[src/aic_params.svh]
/*
 * Constants for the analog input configuration block: register offsets,
 * field positions, reset values and converter timing counts.
 * Assumes inclusion by the package and the design module only.
 */
`ifndef AIC_PARAMS_SVH
`define AIC_PARAMS_SVH

`define AIC_ADDR_W            8
`define AIC_OFF_INPUT_CONFIG  8'h10
`define AIC_OFF_CONV_CTRL     8'h12
`define AIC_OFF_CONV_STATUS   8'h14
`define AIC_OFF_RESULT        8'h18
`define AIC_CFG_RESET         8'h00
`define AIC_CTRL_RESET        2'h0
`define AIC_BIT_POS_SUP       7
`define AIC_BIT_NEG_SUP       6
`define AIC_BIT_IN4_TEMP      5
`define AIC_BIT_IN3_TEMP      4
`define AIC_BIT_CONT_GO       6
`define AIC_BIT_SINGLE_GO     5
`define AIC_RES_W             10
`define AIC_RES_MSB           9
`define AIC_SETTLE_CYCLES     4'h3
`define AIC_CUR_LOW_LEVEL     4'h1
`define AIC_CUR_HIGH_LEVEL    4'ha

`endif

[src/aic_pkg.sv]
/*
 * Types shared by the analog input configuration block.
 * Assumes aic_params.svh is on the include path.
 */
`include "aic_params.svh"

package aic_pkg;

    typedef struct packed {
        logic       pos_supply_internal_en;
        logic       neg_supply_internal_en;
        logic       input4_temp_meas_en;
        logic       input3_temp_meas_en;
        logic [3:0] input_absolute_sel;
    } aic_config_t;

    typedef struct packed {
        logic       pos_supply_internal;
        logic       neg_supply_ground;
        logic       ref_from_sense;
        logic       signed_about_mid;
        logic [3:0] current_level;
        logic       current_en3;
        logic       current_en4;
    } aic_analog_t;

    typedef struct packed {
        logic [`AIC_ADDR_W-1:0] paddr;
        logic                   psel;
        logic                   penable;
        logic                   pwrite;
        logic [31:0]            pwdata;
    } aic_apb_req_t;

    typedef enum logic [4:0] {
        AIC_IDLE   = 5'b00001,
        AIC_SAMPLE = 5'b00010,
        AIC_CURHI  = 5'b00100,
        AIC_BITS   = 5'b01000,
        AIC_DONE   = 5'b10000
    } aic_state_t;

endpackage : aic_pkg

[src/aic_input_config.sv]
/*
 * Analog input configuration and conversion sequencing for a 10-bit
 * successive-approximation converter, reached over APB.
 * Assumes an analog comparator whose answer arrives on i_cmp_above in
 * the clock domain of i_clock, and analog switches driven by o_analog.
 */
// Added by the designer: the APB interface to the registers.
// Summary of operation
// - Conversions are ten-bit successive approximations, run singly or continuously.
// - While a conversion runs, writes to the input configuration register are ignored.
// - Bit 7 set connects the positive sensor supply pin to the internal 5 V supply.
// - Bit 6 set connects the negative sensor supply pin to analog ground.
// - Bits 5 and 4 enable temperature measurement on inputs four and three.
// - A temperature-enabled input ignores its absolute or ratiometric bit.
// - Bits 3 to 0 pick absolute (1) or ratiometric (0) for inputs four to one.
// - After reset the configuration register holds all zeros.
// - Ratiometric inputs take the reference from the sensor supply sense pins.
// - Signed ratiometric results are positive above mid-span and negative below.
// - Absolute inputs convert against the internal reference.
// - Temperature measurement drives the current source at two levels in ratio 1:10.
// - The single-conversion bit starts one conversion (a low- then high-current pair on a temperature input) and clears itself on completion.
// - The continuous bit converts repeatedly and wins when both bits are set.
`timescale 1ns/1ps
`include "aic_params.svh"

module aic_input_config (
    input  wire logic                       i_clock,       // System clock, 100 MHz
    input  wire logic                       i_rst,         // Async reset, active high
    input  wire aic_pkg::aic_apb_req_t      i_apb,         // APB request
    output logic [31:0]                     o_prdata,      // APB read data
    output logic                            o_pready,      // APB ready
    output logic                            o_pslverr,     // APB error
    input  wire logic [1:0]                 i_channel,     // Selected input, 0 = input one
    input  wire logic                       i_signed_mode, // Signed result format
    input  wire logic                       i_cmp_above,   // Comparator output, synchronous
    output aic_pkg::aic_analog_t            o_analog,      // Switch and reference controls
    output logic [`AIC_RES_W-1:0]           o_dac_trial,   // Trial code to the SAR DAC
    output logic [`AIC_RES_W-1:0]           o_result,      // Last completed result
    output logic                            o_busy         // Conversion in progress
);
    import aic_pkg::*;

    aic_config_t                 cfg_ff;
    logic                        single_go_ff;
    logic                        cont_go_ff;
    aic_state_t                  state_ff;
    aic_state_t                  nxt_state;
    logic [3:0]                  settle_ff;
    logic [3:0]                  bit_idx_ff;
    logic [`AIC_RES_W-1:0]       trial_ff;
    logic [`AIC_RES_W-1:0]       result_ff;
    logic                        temp_hi_ff;
    logic [`AIC_RES_W-1:0]       temp_lo_ff;
    logic                        busy;
    logic                        wr_access;
    logic                        temp_sel;
    logic                        abs_sel;
    logic                        done;
    logic [31:0]                 nxt_prdata;
    logic                        addr_ok;

    // Temperature mode applies only to inputs three and four
    function automatic logic chan_temp(input aic_config_t c, input logic [1:0] ch);
        chan_temp = (ch == 2'h2) ? c.input3_temp_meas_en :
                    (ch == 2'h3) ? c.input4_temp_meas_en : 1'b0;
    endfunction : chan_temp

    function automatic logic addr_hit(input logic [`AIC_ADDR_W-1:0] a);
        addr_hit = (a == `AIC_OFF_INPUT_CONFIG) || (a == `AIC_OFF_CONV_CTRL) ||
                   (a == `AIC_OFF_CONV_STATUS)  || (a == `AIC_OFF_RESULT);
    endfunction : addr_hit

    assign busy      = single_go_ff | cont_go_ff | (state_ff != AIC_IDLE);
    assign o_busy    = busy;
    assign wr_access = i_apb.psel & i_apb.penable & i_apb.pwrite;
    assign temp_sel  = chan_temp(cfg_ff, i_channel);
    assign abs_sel   = cfg_ff.input_absolute_sel[i_channel] & ~temp_sel;
    assign done      = (state_ff == AIC_DONE);
    assign addr_ok   = addr_hit(i_apb.paddr);
    assign o_pready  = 1'b1;
    assign o_pslverr = i_apb.psel & i_apb.penable & ~addr_ok;

    // Configuration register, locked while converting
    always_ff @(posedge i_clock or posedge i_rst) begin
        if (i_rst) begin
            cfg_ff <= `AIC_CFG_RESET;
        end else if (wr_access && i_apb.paddr == `AIC_OFF_INPUT_CONFIG && !busy) begin
            cfg_ff <= i_apb.pwdata[7:0];
        end
    end

    // Conversion control bits; completion clears the single bit
    always_ff @(posedge i_clock or posedge i_rst) begin
        if (i_rst) begin
            {cont_go_ff, single_go_ff} <= `AIC_CTRL_RESET;
        end else if (wr_access && i_apb.paddr == `AIC_OFF_CONV_CTRL) begin
            cont_go_ff   <= i_apb.pwdata[`AIC_BIT_CONT_GO];
            single_go_ff <= i_apb.pwdata[`AIC_BIT_SINGLE_GO];
        end else if (done && !(temp_sel && !temp_hi_ff)) begin
            // A temperature start keeps the bit through its low-current pass
            single_go_ff <= 1'b0;
        end
    end

    // Sequencer: settle, optional high-current phase, then ten trial bits
    always_comb begin
        nxt_state = state_ff;
        unique case (state_ff)
            AIC_IDLE:   if (single_go_ff || cont_go_ff) nxt_state = AIC_SAMPLE;
            AIC_SAMPLE: if (settle_ff == `AIC_SETTLE_CYCLES)
                            nxt_state = (temp_sel && temp_hi_ff) ? AIC_CURHI : AIC_BITS;
            AIC_CURHI:  if (settle_ff == `AIC_SETTLE_CYCLES) nxt_state = AIC_BITS;
            AIC_BITS:   if (bit_idx_ff == 4'h0) nxt_state = AIC_DONE;
            AIC_DONE:   nxt_state = (cont_go_ff || (temp_sel && !temp_hi_ff))
                                    ? AIC_SAMPLE : AIC_IDLE;
        endcase
    end

    always_ff @(posedge i_clock or posedge i_rst) begin
        if (i_rst) begin
            state_ff <= AIC_IDLE;
        end else begin
            state_ff <= nxt_state;
        end
    end

    // Settling counter restarts on every phase change
    always_ff @(posedge i_clock or posedge i_rst) begin
        if (i_rst) begin
            settle_ff <= 4'h0;
        end else if (nxt_state != state_ff) begin
            settle_ff <= 4'h0;
        end else if (settle_ff != `AIC_SETTLE_CYCLES) begin
            settle_ff <= settle_ff + 4'h1;
        end
    end

    // Binary search from the top bit down
    always_ff @(posedge i_clock or posedge i_rst) begin
        if (i_rst) begin
            trial_ff   <= '0;
            bit_idx_ff <= 4'h0;
        end else if (state_ff != AIC_BITS && nxt_state == AIC_BITS) begin
            trial_ff   <= {1'b1, {(`AIC_RES_W-1){1'b0}}};
            bit_idx_ff <= 4'(`AIC_RES_MSB);
        end else if (state_ff == AIC_BITS) begin
            if (!i_cmp_above) begin
                trial_ff[bit_idx_ff] <= 1'b0;
            end
            if (bit_idx_ff != 4'h0) begin
                trial_ff[bit_idx_ff - 4'h1] <= 1'b1;
                bit_idx_ff <= bit_idx_ff - 4'h1;
            end
        end
    end

    // Temperature: first conversion at low current, second at high
    always_ff @(posedge i_clock or posedge i_rst) begin
        if (i_rst) begin
            temp_hi_ff <= 1'b0;
            temp_lo_ff <= '0;
        end else if (done && temp_sel && !temp_hi_ff) begin
            temp_hi_ff <= 1'b1;
            temp_lo_ff <= trial_ff;
        end else if (done || state_ff == AIC_IDLE) begin
            temp_hi_ff <= 1'b0;
        end
    end

    always_ff @(posedge i_clock or posedge i_rst) begin
        if (i_rst) begin
            result_ff <= '0;
        end else if (done) begin
            result_ff <= trial_ff;
        end
    end

    // Analog switch and reference controls, registered
    always_ff @(posedge i_clock or posedge i_rst) begin
        if (i_rst) begin
            o_analog <= '0;
        end else begin
            o_analog.pos_supply_internal <= cfg_ff.pos_supply_internal_en;
            o_analog.neg_supply_ground   <= cfg_ff.neg_supply_internal_en;
            o_analog.ref_from_sense      <= ~abs_sel;
            o_analog.signed_about_mid    <= i_signed_mode & ~abs_sel;
            o_analog.current_en3         <= cfg_ff.input3_temp_meas_en;
            o_analog.current_en4         <= cfg_ff.input4_temp_meas_en;
            o_analog.current_level       <= (temp_sel && (temp_hi_ff || state_ff == AIC_CURHI))
                                            ? `AIC_CUR_HIGH_LEVEL
                                            : `AIC_CUR_LOW_LEVEL;
        end
    end

    assign o_dac_trial = trial_ff;
    assign o_result    = result_ff;

    // Read mux
    always_comb begin
        nxt_prdata = 32'h0;
        unique case (i_apb.paddr)
            `AIC_OFF_INPUT_CONFIG: nxt_prdata[7:0] = cfg_ff;
            `AIC_OFF_CONV_CTRL: begin
                nxt_prdata[`AIC_BIT_CONT_GO]   = cont_go_ff;
                nxt_prdata[`AIC_BIT_SINGLE_GO] = single_go_ff;
            end
            `AIC_OFF_CONV_STATUS: nxt_prdata[`AIC_RES_W-1:0] = temp_lo_ff;
            `AIC_OFF_RESULT:      nxt_prdata[`AIC_RES_W-1:0] = result_ff;
            default:              nxt_prdata = {31'h0, busy};
        endcase
    end

    always_ff @(posedge i_clock or posedge i_rst) begin
        if (i_rst) begin
            o_prdata <= 32'h0;
        end else if (i_apb.psel && !i_apb.penable && !i_apb.pwrite) begin
            o_prdata <= addr_ok ? nxt_prdata : 32'h0;
        end
    end

endmodule : aic_input_config

[config.mk]
export PLATFORM = sky130hd
export DESIGN_NAME = aic_input_config
export DESIGN_NICKNAME = d
export VERILOG_FILES = /design/src/aic_pkg.sv /design/src/aic_input_config.sv
export VERILOG_INCLUDE_DIRS = /design/src
export SDC_FILE = /design/constraint.sdc
export NUM_CORES = 1
export LEC_CHECK = 0
export ABC_AREA = 1
export BUFFER_PORTS_ARGS = -buffer_cell sky130_fd_sc_hd__buf_2
export CAP_MARGIN = 10
export CORE_ASPECT_RATIO = 2
export CORE_MARGIN = 4
export CORE_UTILIZATION = 52
export DETAILED_ROUTE_END_ITERATION = 10
export PLACE_DENSITY = 0.86
export SLEW_MARGIN = 40
export SYNTH_ARGS = -nofsm -noshare
export SYNTH_HDL_FRONTEND = slang
export SYNTH_SLANG_ARGS = --single-unit
export TNS_END_PERCENT = 5
[constraint.sdc]
create_clock -name i_clock -period 2.91 [get_ports i_clock]
set_input_delay 0.582 -clock i_clock [delete_from_list [all_inputs] [get_ports i_clock]]
set_output_delay 0.582 -clock i_clock [all_outputs]
set_load 0.01 [all_outputs]
==> results of run 1 <==
-- worst max-delay path, stage by stage --
cell,delay (ns)
sky130_fd_sc_hd__buf_2,0.10
sky130_fd_sc_hd__nor2_1,0.13
sky130_fd_sc_hd__and2_1,0.38
sky130_fd_sc_hd__nand3_1,0.15
sky130_fd_sc_hd__nand3_1,0.13
sky130_fd_sc_hd__nor2_1,0.04
sky130_fd_sc_hd__buf_2,0.13
-- worst paths after layout --
path | depth (start not counted) | startpoint | endpoint
min in group i_clock | 0 | cfg_ff[6] | o_analog[8]
hold reg to reg | 0 | cfg_ff[6] | o_analog[8]
setup / recovery | 7 | i_apb[42] | o_pslverr
hold / removal | 3 | i_rst | o_analog[3]
setup reg to reg | 7 | cfg_ff[4] | temp_lo_ff[3]
max in group asynchronous | 3 | i_rst | state_ff[0]
-- cell families after synthesis --
family          count (synthesis)  share of synthesized area [%]
fa+ha+maj                       6                           1.96
other cells                     2                          0.196
buf+inv                        88                           11.6
flops                          72                           47.0
mux                             1                          0.261
compound gates                 63                           8.82
xor+xnor                        2                          0.457
simple gates                  242                           29.7
-- state kept, by name (all words and copies together) (netlist names) --
name,cells
single_go_ff,1
o_result,10
temp_hi_ff,1
o_dac_trial,10
cfg_ff,8
o_prdata,10
cont_go_ff,1
settle_ff,4
bit_idx_ff,4
state_ff,5
o_analog,8
temp_lo_ff,10
-- per-layer routing --
metal / global-route usage, % / vias up / share of wire (%)
met5: 0 / - / 0
met4: 15.5 / 0 / 6.1
met3: 5.29 / 48 / 6.3
met2: 39.4 / 150 / 55
met1: 22.1 / 1596 / 33
li1: - / 1638 / -
-- cells in the final DEF (no fill, tap or decap), drive strengths merged --
cell type / instances
dfstp: 1
a21o: 1
nor3: 3
o21ai: 53
dfrtp: 71
and2: 1
conb: 24
or2: 1
ha: 6
buf: 70
clkinvlp: 1
o31ai: 1
o21a: 1
a21oi: 4
o211ai: 1
mux2i: 1
inv: 49
nand4: 20
clkbuf: 13
nand2: 124
clkinv: 3
o22ai: 1
nor2: 38
a22oi: 1
xnor2: 1
nor4: 1
xor2: 1
nand3: 54
-- per-stage QoR --
stage	utilization [%]	hold slack (ns)
after floorplan	-	0.374
after global placement	57.5	0.390
after detailed placement	57.5	0.401
after CTS	61.2	0.336
after global routing	61.2	0.339
final	61.2	0.314
-- report_power, final --
part,switching [uW],internal [uW],total (uW),leakage [uW]
Combinational,671,319,990,0.00126
Sequential,140,1120,1260,0.000972
Clock,391,597,989,0.000130
Total,1200,2040,3240,0.00236
-- layout make-up --
type / count / area, um^2 / area share [%]
Clock buffer: 13 / 250 / 5.67
Clock inverter: 3 / 17.5 / 0.397
Inverter: 50 / 188 / 4.25
Multi-Input combinational cell: 338 / 1670 / 37.8
Sequential cell: 72 / 1800 / 40.8
Tap cell: 92 / 115 / 2.61
Timing Repair Buffer: 70 / 375 / 8.50
==> results.txt, run 1 <==
The cell count after synthesis came out at roughly 480. The number of top-level pins is ~110. In the post-synthesis netlist, the biggest area contributors are sky130_fd_sc_hd__dfrtp_1 (46%), sky130_fd_sc_hd__nand2_1 (12%), sky130_fd_sc_hd__nand3_1 (6.8%). The net count of the finished layout is around 600. For the worst-skew pair, the clock arrives at the later sink with an insertion delay of ~0.33 ns. The area of the die came out at around 8900 um^2. The standard cell area after detailed placement is approximately 4100 um^2. In this run the static leakage power is around 0.0024 uW. The first-pass GRT wire length is approximately 15000 um. Using the TritonRoute via totals, the vias-per-cell ratio works out to between 5 and 6. After clock tree synthesis, the flow added hold-fix buffers numbering 0. The post-route netlist has about a fifth of its cells at a drive strength greater than 1. The y dimension of the die came out at approximately 130 um. The number of inserted filler cells in the final layout came out at between 600 and 700. The maximum number of pins on one net before global-route repair came out at between 70 and 80.

The critical setup path kind is primary input to primary output. The worst-case clock skew came out at between 0.008 and 0.009 ns. The initial standard-cell utilization of the core is 53.1%. The final worst-path setup slack is 0.688 ns.

The clock sink total came out at between 70 and 80. Summing internal, switching and leakage power gives approximately 3200 uW. The number of clock buffers added by TritonCTS is 9. The via count is 3432.

The count of synthesis-stage warnings from yosys is 0. The worst pin sits at a relative slew slack of between 50% and 60%. 0 antenna diodes ended up in the layout. After global routing the overflow that remains totals 0. The number of antenna violations at the first check in global routing came out at 0. The startpoint type of the worst setup path is a primary input.

The power density over the cells is about 730 nW/um^2. After clock tree synthesis, the clock-pin slew on the worst setup and hold paths is 0.05 ns. The fmax came out at 450 MHz. The number of unique standard cell types used by synthesis is 39. The final number of setup-violating endpoints came out at 0.

The area share of the largest cell type after synthesis came out at 46.4%. The worst voltage drop across the vdd grid is 0.640 mV. The synthesized design spends more area on one cell type than any other, namely sky130_fd_sc_hd__dfrtp_1. At the worst endpoint, the required time is 2.33 ns. The cell area that synthesis handed to floorplanning was about 3800 um^2. The count of antenna-violating nets left after detailed routing came out at 0.

After layout, the minimum clock period comes to 2.22 ns. The final number of hold-violating endpoints came out at 0. The number of placed instances with taps included came out at 622. Among all flip-flop cells after synthesis, the most frequent one is sky130_fd_sc_hd__dfrtp_1. The number of slew-limit violations in the final report is 0. The number of iterations in the first detailed-routing pass is 4.

The worst slack at placement came out at approximately 0.71 ns. The buffer depth of the longest clock path came out at 2. After synthesis, the mean cell area works out to just over 8 um^2. Once layout is done, the placed cells without fillers occupy 4420 um^2. In the post-synthesis netlist, the cell with the most instances is sky130_fd_sc_hd__nand2_1. The aggregate routed wire length came out at between 9000 and 10000 um. The number of max-cap violations came out at 0. The worst hold path belongs to the class primary input to asynchronous set/reset pin. The placeable core area is around 7200 um^2. The setup slack on the worst flop-to-flop path came out at ~1.1 ns. The number of synthesized flops with an enable pin is 0.

TritonCTS built the clock tree. The area growth from synthesis to layout is 15.2%. The worst setup path is captured at a primary output.

The total setup buffers inserted after CTS came out at 0. The post-synthesis sequential area ratio came out at between 40 and 50%. Setup repair after global routing left no endpoint under its margin. The data arrival time of the worst path is ~1.6 ns. The average wire per standard cell is about 14 um. The quantity of gates resized following cts came out at 0. The horizontal extent of the die came out at 68.7 um. The transition time of the tightest slew-check pin came out at roughly 0.64 ns. The async set-reset flop share out of synthesis is 100%. The number of non-filler instances in the completed layout is between 600 and 700. The detailed-route DRC error count came out at 0.

The placer congestion estimate came out at a little under 0.9. The buffer type at the clock tree root is sky130_fd_sc_hd__clkbuf_16. The number of violations reported at the end of detailed-routing iteration 0 came out at 325.

The site row count is 44. The number of storage elements in the synthesis netlist is 72. The fraction of the cycle the final worst path needs is 76.4%. The count of input and output buffers came out at 65. Along the worst path, the maximum fanout reaches 12. After routing, the total negative slack on setup checks comes to 0 ns. The number of global-route vias before repair came out at about 3400.

The number of H-tree levels is 3. Sorting the synthesized cells by how often they occur yields sky130_fd_sc_hd__nand2_1 (121), sky130_fd_sc_hd__dfrtp_1 (71), sky130_fd_sc_hd__nand3_1 (52), sky130_fd_sc_hd__inv_1 (42), sky130_fd_sc_hd__o21ai_0 (38). The run finished with clean final reports. Global routing used approximately 22% of the available tracks across all layers.

After legalization and detailed placement, the total HPWL measured between 6000 and 7000 um.
Note: power is estimated with default switching activity, not from simulation.
==> inputs of run 2 (changes only) <==
- clock period: 2.91 -> 2.1 ns (I/O delays scaled with it)
==> run 2 against run 1 <==
- clock power up 78%
- sequential cell count unchanged
- worst setup slack worse by 0.55 ns
- combinational power up 41%
- critical path depth down 2
- non-clock buffer count up 3
- worst hold slack worse by 0.13 ns
- sequential share of layout area down 0.93 points
- highest routed layer unchanged
==> results.txt, run 2 (same netlist as run 1, synthesis figures left out) <==
The final number of hold-violating endpoints is 0. For this design, the slowest cell found on the critical path is sky130_fd_sc_hd__dfrtp_1. The post-route netlist has 21.7% of its cells at a drive strength greater than 1. In the routed design, unresolved DRC markers number 0. The site row count is 44. The type of destination of the critical path is a primary output. The all-layer global routing usage is about 22%. The clock arrives with between 0.006 and 0.007 ns of skew. The clock period minus worst slack is 1.96 ns. After clock tree synthesis, the clock-pin slew on the worst setup and hold paths is around 0.060 ns. The number of placed instances with taps included came out at between 600 and 700. The min-delay analysis places its worst path in the category primary input to asynchronous set/reset pin. After detailed routing, the total wire length is roughly 9000 um.

The first-pass GRT wire length is between 10000 and 15000 um. The total negative slack for setup checks came out at 0 ns. The library cell used most frequently in the layout, excluding fill and tap cells, is sky130_fd_sc_hd__nand2_1.

At the worst endpoint, the arrival time is 1.54 ns. The fmax came out at about 500 MHz. For this design, the CTS-stage hold fixing added 0 buffers. The worst-case headroom to the max-slew limit is between 50% and 60%. The fraction of the cycle the final worst path needs is between 90% and 100%.

The data required time at the worst endpoint is 1.68 ns. The met3 usage came out at roughly 5.3%. Across the run, the number of max-cap violations was 0.

The peak-usage layer in the global routing report is met2. The largest driver fanout on the critical path came out at 5. The number of slew-limit violations in the final report came out at 0. The total overflow reported by the global router is 0.

The number of antenna violations at the first check in global routing came to 0. The count of input and output buffers is 65. The y dimension of the die is approximately 130 um. The worst hold margin came out at around 0.19 ns. The post-DP HPWL came out at just under 7000 um. Setup repair after global routing left no endpoint under its margin.

At the end of routability-driven placement, the weighted congestion stood at between 0.9 and 1. In the layout the commonest cells are sky130_fd_sc_hd__nand2_1 (121), sky130_fd_sc_hd__dfrtp_1 (71), sky130_fd_sc_hd__buf_2 (65). At the pin with the least slew margin, the transition time is 0.708 ns. The cell family contributing the most delay on the critical path is simple AND/OR/NAND/NOR gates. The number of buffers and inverters on the critical path is 2.

In the routed layout, each cell is associated on average with a via count of ~5.4. The total design power is approximately 4900 uW. The initial standard-cell utilization of the core is between 50 and 60%.

Global routing consumed, on the met2 layer, between 30% and 40% of the routing resources. The number of global-route vias before repair came out at around 3300. The post-layout instance area came out at ~4500 um^2. The clock passes through at most 2 buffers. The insertion delay to the later sink of the worst-skew pair came out at between 0.3 and 0.4 ns. In this design, the stage delay of the slowest critical-path cell is ~0.45 ns. The flow ran to the end, and the final reports show no timing, DRC or antenna violations. The maximum number of pins on one net before global-route repair is 35. Once the clock tree was built, the resizer swapped 0 gates to a different size. The total setup buffers inserted after CTS is 0. The number of iterations in the first detailed-routing pass is 5. The area of the die came out at just under 9000 um^2.

The met1 track demand over resource came out at between 20% and 30%. The worst voltage drop across the vdd grid came out at 0.500 mV. The setup path with the least slack is of type register to primary output. The number of violations reported at the end of detailed-routing iteration 0 is 400. The count of antenna-violating nets left after detailed routing is 0. The average wire per standard cell came out at 14.4 um. 0 antenna diodes ended up in the layout.

The standard cell area after detailed placement came out at between 4000 and 5000 um^2. Traced cell by cell, the critical path runs through nor2_2 -> nand4_1 -> nor2_4 -> inv_1 -> buf_2. For this design the ratio of total power to cell area is 1080 nW/um^2.

The analysis attributes to cell leakage a power of about 0.0024 uW. The number of non-filler instances in the completed layout came out at 640. The clock sink total is 72. The via count is 3435.

The number of clock buffers inserted by TritonCTS is 9. The clock tree synthesis step divided the H-tree into 3 levels. Setup violations remaining at the end of the flow were counted as 0.

In this run the critical register-to-register path is launched from cfg_ff[4]. The worst setup path is launched from a register. The signed area change from the synthesized netlist to the final layout came out at 17.9%. The layout has 614 filler cells.

The cell sitting at the root of the clock tree is a sky130_fd_sc_hd__clkbuf_16. The number of top-level pins came out at roughly 110. The placeable core area is ~7000 um^2.

The startpoint of the most critical setup path is state_ff[3]. The number of nets in the layout came out at between 500 and 600. The horizontal extent of the die came out at roughly 69 um.

TritonCTS built the clock tree.
## run 2: final cells by class
cell class | instances | area, um^2 | area share [%]
sequential | 72 | 1800 | 39.9
multi-input combinational | 338 | 1670 | 36.9
timing repair buffer | 73 | 398 | 8.80
clock buffer | 10 | 239 | 5.29
inverter | 50 | 191 | 4.24
tap | 92 | 115 | 2.55
clock inverter | 5 | 105 | 2.33
## run 2: stage by stage
stage               setup WS [ns]  utilization [%]
finish                      0.138             62.7
global route               0.0351             62.7
CTS                         0.103             62.5
detailed placement          0.136             57.7
global placement            0.259             57.7
floorplan                   0.490                -
## run 2: worst paths after layout
kind	to	slack [ns]	depth (start not counted)
worst min-delay path	o_analog[1]	0.19	2
max in group asynchronous	temp_lo_ff[7]	1.31	3
worst min register to register	o_analog[8]	0.42	0
worst max-delay path	o_busy	0.14	5
min in group i_clock	o_analog[6]	0.28	3
worst max register to register	temp_lo_ff[7]	0.27	7
## run 2: power breakdown
| part | internal, uW | switching [uW] | leakage, uW |
|---|---|---|---|
| combinational | 472 | 931 | 0.00127 |
| sequential | 1560 | 187 | 0.000972 |
| clock | 1180 | 571 | 0.000161 |
| total | 3210 | 1690 | 0.00240 |
## run 2: metal layers
metal | part of all wire [%] | vias up
met5 | 0 | -
met4 | 5.3 | 0
met3 | 5.7 | 38
met2 | 55 | 133
met1 | 34 | 1623
li1 | - | 1641
==> inputs of run 3 (changes only) <==
- RECOVER_POWER: default -> 50
==> run 3 against run 2 <==
- die area is the same
- first-iteration DRC count shrank 11%
- largest cell class unchanged
- largest power group unchanged
- critical path depth is the same
- utilization shrank 0.38 points
- sequential share of layout area grew 0.24 points
- non-clock buffer count is the same
==> results.txt, run 3 (same netlist as run 1, synthesis figures left out) <==
The average wire per standard cell is 14.4 um. The clock reaches the later pin of the worst-skew pair after 0.34 ns. The signed area change from the synthesized netlist to the final layout is 17.2%.

The CTS tree is built. The fraction of final layout cells sized beyond drive strength 1 came out at a little under a fifth. The library cells used most frequently in the layout, excluding fill and tap cells, are sky130_fd_sc_hd__nand2_1 (121), sky130_fd_sc_hd__dfrtp_1 (71), sky130_fd_sc_hd__nand3_1 (53). Clock tree synthesis selected as its root buffer the cell sky130_fd_sc_hd__clkbuf_16. In the routed design, unresolved DRC markers number 0. Headroom to the max-slew limit came out at ~3.2%. The number of slew-limit violations in the final report came out at 0. The number of violations reported at the end of detailed-routing iteration 0 is 356. The fraction of the cycle the final worst path needs is 93.6%. The buffer depth of the longest clock path is 2.

The largest driver fanout on the critical path is 5. The worst-case clock skew is between 0.006 and 0.007 ns. The per-cell via count in the routed design came out at about 5.4.

The share of total power in sequential cells came out at a little over a third. The relative contribution of combinational cells to total power is 28.5%. Power spread over the standard cell area amounts to 1090 nW/um^2.

The final number of hold-violating endpoints came out at 0. The y dimension of the die came out at 129 um. The detail route stage leaves a number of antenna-violating nets equal to 0. The final number of setup-violating endpoints came out at 0. The horizontal extent of the die came out at 68.7 um. The tightest min-delay check is of the primary input to register type. The part of the power in the clock network is 35.9%. The data arrival time of the worst path is 1.55 ns. The critical path is of the register to primary output type.

The site row count is between 40 and 50. The setup slack on the worst flop-to-flop path is 0.27 ns. The aggregate routed wire length came out at around 9000 um. The number of antenna diodes in the final layout is 0. The data required time at the worst endpoint came out at about 1.7 ns. The clock-pin slew of the registers on the worst-case setup and hold paths is ~0.06 ns. The share of the core filled with cells came out at around 62%. The initial standard-cell utilization of the core came out at between 50 and 60%. The number of antenna violations at the first check in global routing came to 0. The area of the die came out at ~8900 um^2. The clock drives ~70 sinks. The number of inserted filler cells in the final layout came out at 624.

The HPWL after detailed placement is just under 7000 um. For this run, the top clock speed supported by timing is between 500 and 600 MHz. The number of placed instances with taps included is a little over 600. At the end of routability-driven placement, the weighted congestion stood at about 0.91. The worst voltage drop across the vdd grid is between 0.5 and 0.6 mV. The run finished with clean final reports.

Setup repair after global routing left no endpoint under its margin. Across the run, the number of max-cap violations was 0. For the final routed database, the setup TNS stands at 0 ns. The number of nets in the layout came out at 599. The number of H-tree levels came out at 3.

The number of iterations in the first detailed-routing pass is 5. Buffers inserted during clock tree synthesis total 9. The worst setup path is captured at a primary output. The number of non-filler instances in the completed layout is 640.

Summed over all nets, the switching power comes to roughly 1700 uW. The clock period minus worst slack is 1.97 ns. 114 I/O pins were placed. The total area inside the core boundary comes to roughly 7200 um^2. The count of input and output buffers came out at between 60 and 70. The number of global-route vias before repair came out at approximately 3300. For this block, the via count after detailed routing is between 3000 and 4000. The cell leakage power is about 0.0024 uW. The cell-internal power is ~3200 uW. STA classifies the critical path startpoint as a register. Leaving out fill and tap cells, the most frequent cell in the layout is sky130_fd_sc_hd__nand2_1. The all-layer global routing usage came out at between 20% and 30%. The net switching share of the total power is 34.6%. The total overflow reported by the global router came out at 0. Buffers inserted to repair hold after CTS numbered 0. The quantity of gates resized following cts is 0. The transition time of the tightest slew-check pin is 1.44 ns.

Entering global routing, the biggest net connects 35 pins. The first-pass GRT wire length is approximately 15000 um.
run 3: cell count changes in the layout (fill, tap and decap cells not counted), sizes merged:
cell / delta
clkbuf: +14
buf: -14
run 3: final timing paths:
check,start,endpoint,cells after the start
worst max-delay path,state_ff[3],o_busy,5
worst min-delay path,i_signed_mode,o_analog[6],3
max in group asynchronous,i_rst,cfg_ff[0],3
min in group asynchronous,i_rst,o_analog[1],2
worst min register to register,cfg_ff[6],o_analog[8],0
worst max register to register,cfg_ff[5],temp_lo_ff[7],7
run 3: critical path, stage by stage (launching register included):
cell	delay, ns
sky130_fd_sc_hd__dfrtp_1	0.45
sky130_fd_sc_hd__nor2_2	0.16
sky130_fd_sc_hd__nand4_1	0.20
sky130_fd_sc_hd__nor2_4	0.21
sky130_fd_sc_hd__inv_1	0.05
sky130_fd_sc_hd__buf_2	0.14
run 3: timing repair:
item | 4_1_cts | 5_1_grt
setup endpoints to repair | 0 | 1
buffers inserted | 0 | 2
hold endpoints to repair | 0 | 0
run 3: cell type report:
type                            instances  area [um^2]  area share (%)
Sequential cell                        72         1800            40.1
Tap cell                               92          115            2.56
Clock inverter                          5          105            2.34
Multi-Input combinational cell        338         1660            37.0
Timing Repair Buffer                   73          378            8.41
Inverter                               50          189            4.21
Clock buffer                           10          239            5.32
run 3: per-stage QoR:
step	total power, uW	area (um^2)	worst slack, ns	hold slack [ns]
after floorplan	2790	3920	0.490	0.374
after global placement	3050	4160	0.259	0.389
after detailed placement	3110	4160	0.136	0.404
after CTS	4870	4500	0.103	0.212
after global routing	5200	4490	0.0351	0.291
final	4900	4490	0.133	0.282
run 3: per-layer routing:
layer / global-route usage (%) / vias up / share of wire, %
li1: - / 1646 / -
met3: 5.29 / 43 / 5.3
met5: 0 / - / 0
met2: 39.5 / 130 / 54
met4: 14.7 / 0 / 5.5
met1: 22.1 / 1633 / 35
run 3: power groups by stage:
stage / sequential [uW] / combinational [uW] / clock, uW
5_1_grt: 1760 / 1590 / 1840
4_1_cts: 1740 / 1370 / 1770
3_5_place_dp: 1760 / 1350 / 0
3_3_place_gp: 1750 / 1300 / 0
2_1_floorplan: 1740 / 1050 / 0
6_report: 1740 / 1400 / 1760
